<file path="config.mk">
export PLATFORM = sky130hd
export DESIGN_NAME = odsl_top
export DESIGN_NICKNAME = d
export VERILOG_FILES = /design/src/common/odsl_pkg.sv /design/src/hw/odsl_sync2.sv /design/src/hw/odsl_top.sv
export SDC_FILE = /design/constraint.sdc
export NUM_CORES = 1
export LEC_CHECK = 0
export BUFFER_PORTS_ARGS = -buffer_cell sky130_fd_sc_hd__buf_2
export CAP_MARGIN = 20
export CORE_ASPECT_RATIO = 1.4
export CORE_UTILIZATION = 52
export CTS_CLUSTER_DIAMETER = 100
export DETAILED_ROUTE_END_ITERATION = 7
export GPL_ROUTABILITY_DRIVEN = 0
export PLACE_DENSITY = 0.83
export SYNTH_ARGS = -nofsm -noshare
export SYNTH_HDL_FRONTEND = slang
export SYNTH_SLANG_ARGS = --single-unit
</file>
<file path="constraint.sdc">
create_clock -name hclk -period 2 [get_ports hclk]
set_input_delay 0.6 -clock hclk [delete_from_list [all_inputs] [get_ports hclk]]
set_output_delay 0.6 -clock hclk [all_outputs]
set_load 0.03 [all_outputs]
</file>
<file path="src/common/odsl_pkg.sv">
/*
 * odsl_pkg: constants, field layout, register map and types for the
 * octal converter serial loader.
 * assumes: one 20 MHz bus clock; serial pins arrive asynchronously.
 */
package odsl_pkg;

	// ----------------------------------------------------------------
	// channel and frame geometry
	// ----------------------------------------------------------------
	localparam int ODSL_NUM_CH = 8;
	localparam int ODSL_CODE_W = 10;
	localparam int ODSL_FRAME_W = 16;
	localparam int ODSL_CNT_W = 6;
	localparam logic [5:0] ODSL_CNT_MAX = 6'h3f;
	// edges that must be captured before a frame is executed
	localparam logic [5:0] ODSL_EXEC_MIN = 6'h0f;
	// edges already captured when the serial output is driven high
	localparam logic [5:0] ODSL_DOUT_MARK = 6'h0e;

	// ----------------------------------------------------------------
	// frame fields
	// ----------------------------------------------------------------
	localparam int ODSL_CMD_MSB = 15;
	localparam int ODSL_CMD_LSB = 12;
	localparam int ODSL_CH_MSB = 14;
	localparam int ODSL_CH_LSB = 12;
	localparam int ODSL_CODE_MSB = 11;
	localparam int ODSL_CODE_LSB = 2;
	localparam logic [3:0] ODSL_CMD_REG_ONLY = 4'h8;
	localparam logic [3:0] ODSL_CMD_WRITE_THROUGH = 4'h9;

	// ----------------------------------------------------------------
	// pin synchroniser: {sclk, sync_n, din}, frame sync idles high
	// ----------------------------------------------------------------
	localparam logic [2:0] ODSL_PIN_RST = 3'h2;

	// ----------------------------------------------------------------
	// register map, byte offsets
	// ----------------------------------------------------------------
	localparam logic [7:0] ODSL_ADDR_CTRL = 8'h00;
	localparam logic [7:0] ODSL_ADDR_STATUS = 8'h04;
	localparam logic [7:0] ODSL_ADDR_LAST_FRAME = 8'h08;
	localparam logic [7:0] ODSL_ADDR_COUNTS = 8'h0c;
	localparam logic [2:0] ODSL_PAGE_CHAN_REG = 3'h2;
	localparam logic [2:0] ODSL_PAGE_CHAN_OUT = 3'h3;
	localparam int ODSL_CTRL_LINK_EN_BIT = 0;
	localparam int ODSL_CTRL_LOAD_ALL_BIT = 1;
	localparam logic ODSL_LINK_EN_RST = 1'b1;
	localparam int ODSL_ST_WT_BIT = 0;
	localparam int ODSL_ST_ACTIVE_BIT = 1;
	localparam int ODSL_ST_CNT_LSB = 8;
	localparam logic [2:0] ODSL_HSIZE_WORD = 3'h2;

	typedef enum logic [0:0] {
		ODSL_IDLE,
		ODSL_SHIFT
	} odsl_state_e;

	typedef enum logic [1:0] {
		ODSL_CMD_NONE,
		ODSL_CMD_CHAN,
		ODSL_CMD_MODE_RO,
		ODSL_CMD_MODE_WT
	} odsl_cmd_e;

endpackage : odsl_pkg

</file>
<file path="src/hw/odsl_sync2.sv">
/*
 * odsl_sync2: two-stage synchroniser for asynchronous pin levels.
 * assumes: inputs are slow levels; only the second stage is read outside.
 */
`timescale 1ns/1ps
module odsl_sync2 #(
	parameter int W = 1,
	parameter logic [W-1:0] RST_VAL = '0
) (
	input logic clk,
	input logic rst_n,
	input logic [W-1:0] d,
	output logic [W-1:0] q
);
	logic [W-1:0] meta_q;

	always_ff @(posedge clk or negedge rst_n) begin
		if (!rst_n) begin
			meta_q <= RST_VAL;
			q <= RST_VAL;
		end else begin
			meta_q <= d;
			q <= meta_q;
		end
	end
endmodule : odsl_sync2

</file>
<file path="src/hw/odsl_top.sv">
/*
 * odsl_top: serial front end of an eight channel 10-bit converter with
 * an AHB-Lite register slave for control, status and readback.
 * assumes: serial clock far slower than hclk (several hclk per half
 * period); a single AHB-Lite master with this slave as the only one.
 */
`timescale 1ns/1ps
// Contract
// RULE1 - a full frame is sixteen serial clock falling edges with frame sync low
// RULE2 - frame sync going low starts a write and opens data capture
// RULE3 - each falling edge while sync low shifts data into sixteen-bit register
// RULE4 - last frame bit is captured on the sixteenth falling edge
// RULE5 - sync rising after a full frame executes the decoded command
// RULE6 - host raises sync between the sixteenth and seventeenth falling edges
// RULE7 - sync rising before the fifteenth edge aborts and discards the frame
// RULE8 - sync held low past seventeen edges passes input data to output
// RULE9 - host never lowers sync on a serial clock falling edge
// RULE10 - host keeps sync high a minimum time between frames
// RULE11 - eight channels, each with its own register feeding a 10-bit converter
// RULE12 - write-through updates output at once, register-only leaves it unchanged
// RULE13 - codes are straight unsigned binary from 0 to 1023
// RULE14 - host should idle serial data low between frames
// RULE15 - host should idle sync high to avoid pass-through output
// RULE16 - top bit zero, next three select channel, code in bits eleven to two
// RULE17 - nibble 1001 selects write-through, 1000 register-only; mode persists
// RULE18 - reset gives register-only mode and all outputs at zero code
// RULE19 - output low for fourteen edges, high on fifteenth, then input stream
// RULE20 - frame bits arrive most significant first
// RULE21 - decode only after fifteen or more edges, ignore shorter frames
module odsl_top
	import odsl_pkg::*;
(
	input logic hclk,
	input logic hresetn,
	input logic hsel,
	input logic [31:0] haddr,
	input logic [1:0] htrans,
	input logic hwrite,
	input logic [2:0] hsize,
	input logic [31:0] hwdata,
	input logic hready,
	output logic hreadyout,
	output logic [31:0] hrdata,
	output logic hresp,
	input logic sclk,
	input logic sync_n,
	input logic din,
	output logic dout,
	output logic [79:0] dac_codes
);
	// ----------------------------------------------------------------
	// pin sampling and edge finding
	// ----------------------------------------------------------------
	logic [2:0] pins_s;
	logic sclk_s;
	logic sync_s;
	logic din_s;
	logic sclk_prev_q;
	logic sync_prev_q;
	logic sclk_fall;
	logic sync_fall;
	logic sync_rise;

	odsl_sync2 #(
		.W(3),
		.RST_VAL(ODSL_PIN_RST)
	) u_pin_sync (
		.clk(hclk),
		.rst_n(hresetn),
		.d({sclk, sync_n, din}),
		.q(pins_s)
	);

	assign sclk_s = pins_s[2];
	assign sync_s = pins_s[1];
	assign din_s = pins_s[0];

	always_ff @(posedge hclk or negedge hresetn) begin
		if (!hresetn) begin
			sclk_prev_q <= 1'b0;
			sync_prev_q <= 1'b1;
		end else begin
			sclk_prev_q <= sclk_s;
			sync_prev_q <= sync_s;
		end
	end

	assign sclk_fall = sclk_prev_q & ~sclk_s;
	assign sync_fall = sync_prev_q & ~sync_s;
	assign sync_rise = ~sync_prev_q & sync_s;

	// ----------------------------------------------------------------
	// frame state
	// ----------------------------------------------------------------
	odsl_state_e state_q;
	logic link_en_q;
	logic [15:0] shift_q;
	logic [5:0] cnt_q;
	logic dout_q;
	logic wt_q;
	logic [15:0] last_frame_q;
	logic [15:0] exec_cnt_q;
	logic [15:0] abort_cnt_q;
	logic [7:0][9:0] chan_reg_q;
	logic [7:0][9:0] out_q;
	logic shifting;
	logic take_bit;
	logic exec_now;
	logic abort_now;
	logic load_all_now;
	odsl_cmd_e cmd;

	function automatic odsl_cmd_e odsl_decode(input logic [15:0] frame);
		logic [3:0] nib;
		nib = frame[ODSL_CMD_MSB:ODSL_CMD_LSB];
		if (!frame[ODSL_CMD_MSB]) begin
			odsl_decode = ODSL_CMD_CHAN;
		end else if (nib == ODSL_CMD_WRITE_THROUGH) begin
			odsl_decode = ODSL_CMD_MODE_WT;
		end else if (nib == ODSL_CMD_REG_ONLY) begin
			odsl_decode = ODSL_CMD_MODE_RO;
		end else begin
			odsl_decode = ODSL_CMD_NONE;
		end
	endfunction : odsl_decode

	assign shifting = (state_q == ODSL_SHIFT);
	// a falling edge seen together with the closing sync edge is not a bit
	assign take_bit = shifting & sclk_fall & ~sync_rise; // [RULE3]
	assign exec_now = shifting & sync_rise & (cnt_q >= ODSL_EXEC_MIN); // [RULE5] [RULE21]
	assign abort_now = shifting & sync_rise & (cnt_q < ODSL_EXEC_MIN); // [RULE7]
	assign cmd = odsl_decode(shift_q); // [RULE16] [RULE17]

	// host keeps sync away from falling edges, so the first edge after
	// the start is a clean first bit [RULE9]
	always_ff @(posedge hclk or negedge hresetn) begin
		if (!hresetn) begin
			state_q <= ODSL_IDLE;
		end else begin
			case (state_q)
				ODSL_IDLE: begin
					if (sync_fall && link_en_q) begin
						state_q <= ODSL_SHIFT; // [RULE2]
					end
				end
				ODSL_SHIFT: begin
					if (sync_rise) begin
						state_q <= ODSL_IDLE;
					end
				end
				default: begin
					state_q <= ODSL_IDLE;
				end
			endcase
		end
	end

	// msb first: the first bit ends in bit 15 after sixteen edges
	always_ff @(posedge hclk or negedge hresetn) begin
		if (!hresetn) begin
			shift_q <= 16'h0000;
			cnt_q <= 6'h00;
		end else if (!shifting && sync_fall) begin
			shift_q <= 16'h0000;
			cnt_q <= 6'h00;
		end else if (take_bit) begin
			shift_q <= {shift_q[14:0], din_s}; // [RULE3] [RULE20]
			if (cnt_q != ODSL_CNT_MAX) begin
				cnt_q <= cnt_q + 6'h01; // [RULE1] [RULE4]
			end
		end else if (abort_now) begin
			shift_q <= 16'h0000; // [RULE7]
		end
	end

	// the delayed stream is the bit taken fifteen edges earlier
	always_ff @(posedge hclk or negedge hresetn) begin
		if (!hresetn) begin
			dout_q <= 1'b0;
		end else if (take_bit) begin
			if (cnt_q < ODSL_DOUT_MARK) begin
				dout_q <= 1'b0; // [RULE19]
			end else if (cnt_q == ODSL_DOUT_MARK) begin
				dout_q <= 1'b1; // [RULE19]
			end else begin
				dout_q <= shift_q[14]; // [RULE8] [RULE19]
			end
		end else if (!shifting) begin
			dout_q <= 1'b0;
		end
	end

	always_ff @(posedge hclk or negedge hresetn) begin
		if (!hresetn) begin
			wt_q <= 1'b0; // [RULE18]
		end else if (exec_now && cmd == ODSL_CMD_MODE_WT) begin
			wt_q <= 1'b1; // [RULE17]
		end else if (exec_now && cmd == ODSL_CMD_MODE_RO) begin
			wt_q <= 1'b0; // [RULE17]
		end
	end

	always_ff @(posedge hclk or negedge hresetn) begin
		if (!hresetn) begin
			last_frame_q <= 16'h0000;
			exec_cnt_q <= 16'h0000;
			abort_cnt_q <= 16'h0000;
		end else if (exec_now) begin
			last_frame_q <= shift_q;
			exec_cnt_q <= exec_cnt_q + 16'h0001;
		end else if (abort_now) begin
			abort_cnt_q <= abort_cnt_q + 16'h0001;
		end
	end

	// ----------------------------------------------------------------
	// channel registers and converter codes
	// ----------------------------------------------------------------
	genvar g;
	generate
		for (g = 0; g < ODSL_NUM_CH; g++) begin : g_chan
			logic hit;
			assign hit = exec_now && (cmd == ODSL_CMD_CHAN) &&
				(shift_q[ODSL_CH_MSB:ODSL_CH_LSB] == 3'(g)); // [RULE16]

			always_ff @(posedge hclk or negedge hresetn) begin
				if (!hresetn) begin
					chan_reg_q[g] <= 10'h000;
				end else if (hit) begin
					chan_reg_q[g] <= shift_q[ODSL_CODE_MSB:ODSL_CODE_LSB]; // [RULE11]
				end
			end

			// in write-through mode frame data wins over a bulk load for the same channel
			always_ff @(posedge hclk or negedge hresetn) begin
				if (!hresetn) begin
					out_q[g] <= 10'h000; // [RULE18]
				end else if (hit && wt_q) begin
					out_q[g] <= shift_q[ODSL_CODE_MSB:ODSL_CODE_LSB]; // [RULE12]
				end else if (load_all_now) begin
					out_q[g] <= chan_reg_q[g]; // [RULE12]
				end
			end
		end
	endgenerate

	// unsigned binary code straight to the converter, no offset [RULE13]
	assign dac_codes = out_q;
	assign dout = dout_q;

	// ----------------------------------------------------------------
	// AHB-Lite slave, one wait state on every transfer
	// ----------------------------------------------------------------
	logic acc;
	logic pend_q;
	logic pend_write_q;
	logic pend_ok_q;
	logic [7:0] pend_addr_q;
	logic hreadyout_q;
	logic [31:0] hrdata_q;
	logic hresp_q;
	logic [31:0] rd_val;
	logic ctrl_wr;

	assign acc = hsel & htrans[1] & hready;

	// the wait state lets a read see a write of the transfer before it
	always_ff @(posedge hclk or negedge hresetn) begin
		if (!hresetn) begin
			pend_q <= 1'b0;
			pend_write_q <= 1'b0;
			pend_ok_q <= 1'b0;
			pend_addr_q <= 8'h00;
			hreadyout_q <= 1'b1;
			hresp_q <= 1'b0;
		end else begin
			pend_q <= acc;
			hresp_q <= 1'b0;
			if (acc) begin
				pend_write_q <= hwrite;
				pend_addr_q <= haddr[7:0];
				pend_ok_q <= (hsize == ODSL_HSIZE_WORD) && (haddr[31:8] == 24'h000000) &&
					(haddr[1:0] == 2'h0);
				hreadyout_q <= 1'b0;
			end else if (pend_q) begin
				hreadyout_q <= 1'b1;
			end
		end
	end

	assign ctrl_wr = pend_q & pend_write_q & pend_ok_q & (pend_addr_q == ODSL_ADDR_CTRL);
	assign load_all_now = ctrl_wr & hwdata[ODSL_CTRL_LOAD_ALL_BIT];

	always_ff @(posedge hclk or negedge hresetn) begin
		if (!hresetn) begin
			link_en_q <= ODSL_LINK_EN_RST;
		end else if (ctrl_wr) begin
			link_en_q <= hwdata[ODSL_CTRL_LINK_EN_BIT];
		end
	end

	always_comb begin
		rd_val = 32'h00000000;
		if (pend_addr_q[7:5] == ODSL_PAGE_CHAN_REG) begin
			rd_val[9:0] = chan_reg_q[pend_addr_q[4:2]];
		end else if (pend_addr_q[7:5] == ODSL_PAGE_CHAN_OUT) begin
			rd_val[9:0] = out_q[pend_addr_q[4:2]];
		end else begin
			case (pend_addr_q)
				ODSL_ADDR_CTRL: rd_val[ODSL_CTRL_LINK_EN_BIT] = link_en_q;
				ODSL_ADDR_STATUS: begin
					rd_val[ODSL_ST_WT_BIT] = wt_q;
					rd_val[ODSL_ST_ACTIVE_BIT] = shifting;
					rd_val[ODSL_ST_CNT_LSB +: ODSL_CNT_W] = cnt_q;
				end
				ODSL_ADDR_LAST_FRAME: rd_val[15:0] = last_frame_q;
				ODSL_ADDR_COUNTS: rd_val = {abort_cnt_q, exec_cnt_q};
				default: rd_val = 32'h00000000;
			endcase
		end
	end

	always_ff @(posedge hclk or negedge hresetn) begin
		if (!hresetn) begin
			hrdata_q <= 32'h00000000;
		end else if (pend_q && !pend_write_q) begin
			hrdata_q <= pend_ok_q ? rd_val : 32'h00000000;
		end
	end

	assign hreadyout = hreadyout_q;
	assign hrdata = hrdata_q;
	assign hresp = hresp_q;
endmodule : odsl_top

</file>
==> Yosys cells after proc, flatten, opt, wreduce, memory -nomap -nowiden <==
Index checks and enable logic that the tools add are counted.
{ "word_totals": {"in_bits": 77, "regBits": 286, "wordCells": 179} }
{ "op_classes": {"n_eq_ne": 21, "bitwise": 20, "n_addsub": 3, "magnitude_cmp": 4, "mux": 51, "reduce_logical": 45} }
{ "ops": {"columns": ["operator", "count"], "rows": [
  ["$mux 10", 20],
  ["$mux 16", 4],
  ["$bmux 10 s3", 2],
  ["$mux 22", 2],
  ["$add 16x1->16 const B", 2],
  ["$mux 32", 1],
  ["$logic_and 1x1->1", 24],
  ["$logic_not 24->1", 1],
  ["$reduce_bool 2->1", 12],
  ["$mux 6", 3],
  ["$pmux 6 s3", 1],
  ["$eq 8x4->1 const B", 2],
  ["$eq 3x2->1 const B", 5],
  ["$and 1x1->1", 14],
  ["$eq 3x3->1 const B", 4],
  ["$lt 6x4->1 const B", 2],
  ["$pmux 6 s2", 1],
  ["$mux 1", 10],
  ["$eq 4x4->1 const B", 2],
  ["$eq 8x3->1 const B", 1],
  ["$logic_not 8->1", 1],
  ["$add 6x1->6 const B", 1],
  ["$eq 6x4->1 const B", 1],
  ["$ge 6x4->1 const B", 1],
  ["17 further kinds", 27]
]} }

==> Longest topological paths before layout <==
{ "depth": {"ltp_word": 9, "mapped_depth": 9, "mapped_depth_nobuf": 6} }

==> Modules after synthesis <==
Synthesis repeated with hierarchy kept, for this count alone.
{ "hier_totals": {"hier_cells": 1117, "hier_area_um2": 13425.4} }
{ "modules_own_cells": {"columns": ["module", "cells_each", "seq_area_each_um2", "area_per_inst_um2", "instances"], "rows": [
  ["odsl_top", 1111, 7010.5, 13272.7, 1],
  ["odsl_sync2", 6, 152.6, 152.6, 1]
]} }

==> Worst setup path before layout <==
No wires, ideal clock.
{ "synth_timing": {"path_kind": "register -> register", "from": "reg cnt_q[1]", "to": "reg chan_reg_q[30] (netlist name)", "path_slack_ps": -114, "arrival_time_ps": 1989, "required_ps": 1875, "path_buffers": 2, "setup_ps": 125, "path_stages_with_launch": 8, "path_cell_list": "dfrtp_1 -> ha_1 -> a311o_1 -> nand2_1 -> buf_4 -> nor4b_1 -> buf_2 -> mux2_2"} }
{ "synth_between": {"elab_chain_len": 4} }
{ "synth_lines": {"columns": ["item", "line_no", "text"], "rows": [
  ["from (decl)", "odsl_top.sv:98", "logic [5:0] cnt_q;"],
  ["from (signal assigned)", "odsl_top.sv:169", "cnt_q <= cnt_q + 6'h01;"],
  ["$ge 6x4->1", "odsl_top.sv:130", "assign exec_now = shifting & sync_rise & (cnt_q >= ODSL_EXEC_MIN);"],
  ["$and 1x1->1", "odsl_top.sv:130", null],
  ["$logic_and 1x1->1 (2 in a row)", "odsl_top.sv:223", "assign hit = exec_now && (cmd == ODSL_CMD_CHAN) &&"],
  ["to (signal, indexed assignment)", "odsl_top.sv:230", "chan_reg_q[g] <= shift_q[ODSL_CODE_MSB:ODSL_CODE_LSB];"],
  ["to (decl)", "odsl_top.sv:104", "logic [7:0][9:0] chan_reg_q;"]
]} }
No other way between the ends.
A chain may end at the register's enable or synchronous reset.

==> Final worst setup path <==
{ "layout_timing": {"from": "reg pend_addr_q[1]", "to": "reg out_q, in the netlist dac_codes[65]"} }
{ "layout_between": {"elab_chain_len": 4} }
{ "layout_lines": {"columns": ["item", "line_no", "text"], "rows": [
  ["from (decl)", "odsl_top.sv:258", "logic [7:0] pend_addr_q;"],
  ["from (signal assigned)", "odsl_top.sv:281", "pend_addr_q <= haddr[7:0];"],
  ["$logic_not 8->1", "odsl_top.sv:291", "assign ctrl_wr = pend_q & pend_write_q & pend_ok_q & (pend_addr_q == ODSL_ADDR_CTRL);"],
  ["$and 1x1->1", "odsl_top.sv:291", null],
  ["$and 1x1->1", "odsl_top.sv:292", "assign load_all_now = ctrl_wr & hwdata[ODSL_CTRL_LOAD_ALL_BIT];"],
  ["$reduce_bool 2->1 (no source line)", null, null],
  ["to (signal, indexed assignment)", "odsl_top.sv:239", "out_q[g] <= shift_q[ODSL_CODE_MSB:ODSL_CODE_LSB];"],
  ["to (signal, indexed assignment)", "odsl_top.sv:241", "out_q[g] <= chan_reg_q[g];"],
  ["to (decl)", "odsl_top.sv:105", "logic [7:0][9:0] out_q;"]
]} }
No other way between the ends.

==> flow_summary.json <==
{
  "power_switching_share": 0.2468,
  "drt_wl_total_mm": 45.07,
  "wl_per_cell_um": 26.26,
  "vias": 11129,
  "synthFlopType": "dfrtp_1",
  "hold_path.class": "input port to register",
  "seqPwrFrac": 0.449,
  "comb_power_share": 0.121,
  "syn_to_final_growth_pct": 29.43,
  "cts_sinks": 286,
  "drt_iter0_markers": 1035,
  "rsz0062_at_grt": "true",
  "ys_async_sr_fraction": 1.000,
  "ant_nets": 0,
  "violations": "DRC, setup timing",
  "relSlewSlack": 0.3918,
  "fmax_mhz": 435.8,
  "worstPathRequired_ns": 2.43,
  "grt_start_max_net_pins": 60,
  "ctsHtreeMaxLevel": 1,
  "fp.dieArea_sq_mm": 0.02680,
  "syn_inst": 1144,
  "startpoint_type": "register",
  "drive_gt1_frac": 0.3980,
  "setup_viol": 142,
  "synth_seq_cells": 286,
  "dpl.hpwl_mm": 25.99,
  "grt_util_all_layers": 0.3001,
  "maxCapViolations": 0,
  "pwr-share-clk": 0.429,
  "drc": 10,
  "cts_tree": "built",
  "coreArea_sq_mm": 0.02555,
  "synth_warnings": 0,
  "grt_pass1_wl_mm": 62.23,
  "syn_nets": 1225,
  "p_per_area_mw_per_mm2": 760.4,
  "setup_slack_ns": -0.2946,
  "synth_area_per_cell_sq_um": 11.88,
  "max-vdd-ir-drop_mv": 0.7266,
  "synth_edf_count": 0,
  "cts.clk_slew.worst_paths_ns": 0.06,
  "initial_core_util": 0.5320,
  "fp.dieH_um": 193.3,
  "netlist-cell-type-count": 61,
  "clockRootBuffer": "clkbuf_16",
  "power.leakage_nw": 8.210,
  "synth_area_sq_mm": 0.01359,
  "final_max_slew_viol_count": 0,
  "antenna_found_initial": 0,
  "cts_buffer_depth": 3,
  "portBuffers": 159,
  "cts_made_buffers": 27,
  "criticalPathCategory": "register to register",
  "clock_latency_ns": 0.56,
  "grt_pass1_vias": 10905,
  "finalCriticalPeriod_ns": 2.295,
  "postPlaceCellArea_sq_mm": 0.01538,
  "rows": 69,
  "first_pass_iters": 8,
  "internal_power_w": 0.01008,
  "place_ws_ns": -0.2348,
  "timing.final.crit_share": 1.147,
  "finalNetCount": 1457,
  "outcome": "complete, but fails checks",
  "tightest_slew_ns": 0.9123,
  "tns_ns": -14.43,
  "diodes": 0,
  "finalHoldViolations": 0,
  "routed_via_density": 6.485,
  "worstPathArrival_ns": 2.72,
  "ys_seq_area_frac": 0.5269,
  "io_pins": 192,
  "fp.dieW_um": 138.7,
  "crit_fanout": 6,
  "final_cell_area_sq_mm": 0.01760,
  "finClkSkew_ns": 0.01761,
  "worstSetupEndpointType": "register",
  "overflow": 0,
  "power_switching_w": 0.003302
}
[stage by stage]
stage                     std cells  total power [W]  hold slack [ns]  utilization
after floorplan                1144         0.006785           0.3044            -
after global placement         1634         0.007333           0.3365       0.6017
after detailed placement       1634         0.007381           0.3387       0.6017
after CTS                      1707          0.01317           0.1431       0.6623
after global routing           1716          0.01369           0.1523       0.6886
final                          1716          0.01338           0.1491       0.6886
[final cells by class]
cell class,instances,area [sq um]
Inverter,7,26.28
Clock buffer,37,763.2
Tap cell,319,399.1
Multi-Input combinational cell,765,6620
Fill cell,1631,7959
Timing Repair Buffer,289,2392
Sequential cell,286,7171
Clock inverter,13,224.0
[power groups by stage]
stage	Combinational (W)	Sequential (W)	Clock, W
final	0.00163	0.00601	0.00574
after global routing	0.00170	0.00602	0.00598
after CTS	0.00144	0.00601	0.00572
after detailed placement	0.00123	0.00615	0
after global placement	0.00120	0.00614	0
after floorplan	0.000700	0.00608	0
[flip-flops by register name, indices dropped and copies added (netlist names), 3 cells and up]
register,flops
dac_codes,80
abort_cnt_q,16
hrdata,32
u_pin_sync.meta_q,3
u_pin_sync.q,3
pend_addr_q,8
shift_q,16
chan_reg_q,80
cnt_q,6
exec_cnt_q,16
last_frame_q,16
[worst max-delay path, cell delays in order (launching register included)]
cell and delay, ns:
dfrtp_1 0.41, nor4_4 0.35, nand2_2 0.13, or4_4 0.65, clkbuf_16 0.23, mux2i_1 0.28, o21ai_1 0.10
[Yosys cell counts, types with 6 or more instances]
master / count / area [sq um]
nand3_1: 18 / 90.09
xor2_1: 12 / 105.1
o21ai_0: 19 / 95.09
mux2i_1: 112 / 1121
a22o_1: 37 / 324.1
clkbuf_1: 35 / 131.4
xnor2_1: 22 / 192.7
buf_2: 21 / 105.1
mux2_2: 102 / 1149
nor3_1: 10 / 50.05
o21ai_1: 60 / 300.3
buf_4: 8 / 60.06
buf_6: 8 / 90.09
a21oi_1: 24 / 120.1
mux4_2: 35 / 788.3
buf_1: 14 / 52.55
nand2_1: 165 / 619.3
inv_1: 6 / 22.52
dfrtp_1: 281 / 7032
nand4_1: 10 / 62.56
nor2_1: 52 / 195.2
[timing repair]
action | CTS | global route
setup endpoints to repair | 179 | 216
cloned | 5 | 9
pin swaps | 11 | 36
hold endpoints to repair | 27 | 0
gates resized for setup | 77 | 129
setup buffers | 17 | 12
hold buffers | 1 | 0
[cell usage in the layout, fill, tap and decap left out, types with 5 or more instances in the layout]
cell         n
clkbuf_1     5
buf_2      158
o22ai_1      5
mux2i_4     15
buf_6       20
nor2_2       8
nand2b_1     5
bufinv_16    6
mux2_2      41
nor2_1      43
o21ai_0     17
o21ai_2      5
a21oi_1     22
dfstp_2      5
inv_1        6
nand3_1     17
clkbuf_16   33
buf_12      28
mux2i_1     89
clkbuf_8     5
mux4_2      35
dfrtp_1    277
nor3_4       7
xor2_1      12
nand4_1     10
a22o_1      37
buf_8        6
mux2_4      61
o21ai_1     57
xnor2_1     22
nand2_1    162
mux2i_2      8
nor4_1       5
nor3_1       5
buf_4       68
a22oi_1      5
[layer usage]
| metal | vias to the layer above | global-route usage | wire length, um |
|---|---|---|---|
| met4 | 0 | 0.1815 | 3790 |
| met5 | - | 0 | 0 |
| met3 | 251 | 0.04703 | 4158 |
| li1 | 4560 | - | - |
| met2 | 743 | 0.5007 | 22020 |
| met1 | 5575 | 0.3691 | 15100 |
[cells by family (layout without fill, tap and decap cells)]
kind of cell,count (synthesis),count (layout),share of synthesized area
AO/OA/AOI/OAI,166,166,0.07676
XOR/XNOR,34,34,0.02190
adder cells (fa/ha/maj),4,4,0.003682
buffers and inverters,94,346,0.03461
flip-flops,286,286,0.5269
multiplexers,249,249,0.2249
other,1,1,0.0002759
AND/OR/NAND/NOR,310,311,0.1109
[worst paths after layout]
check	slack [ns]	from	cells past startpoint	endpoint
worst max-delay path	-0.29	pend_addr_q[1]$_DFFE_PN0P_	6	dac_codes[65]$_DFFE_PN0P_
worst min-delay path	0.15	sync_n	1	u_pin_sync.meta_q[1]$_DFF_PN1_
worst max register to register	-0.29	pend_addr_q[1]$_DFFE_PN0P_	6	dac_codes[65]$_DFFE_PN0P_
worst min register to register	0.35	u_pin_sync.meta_q[2]$_DFF_PN0_	0	u_pin_sync.q[2]$_DFF_PN0_
max in group asynchronous	0.83	hresetn	3	hreadyout$_DFFE_PN1P_
min in group asynchronous	0.53	hresetn	2	cnt_q[5]$_DFFE_PN0P_
Power figures use the tool's default switching activity.
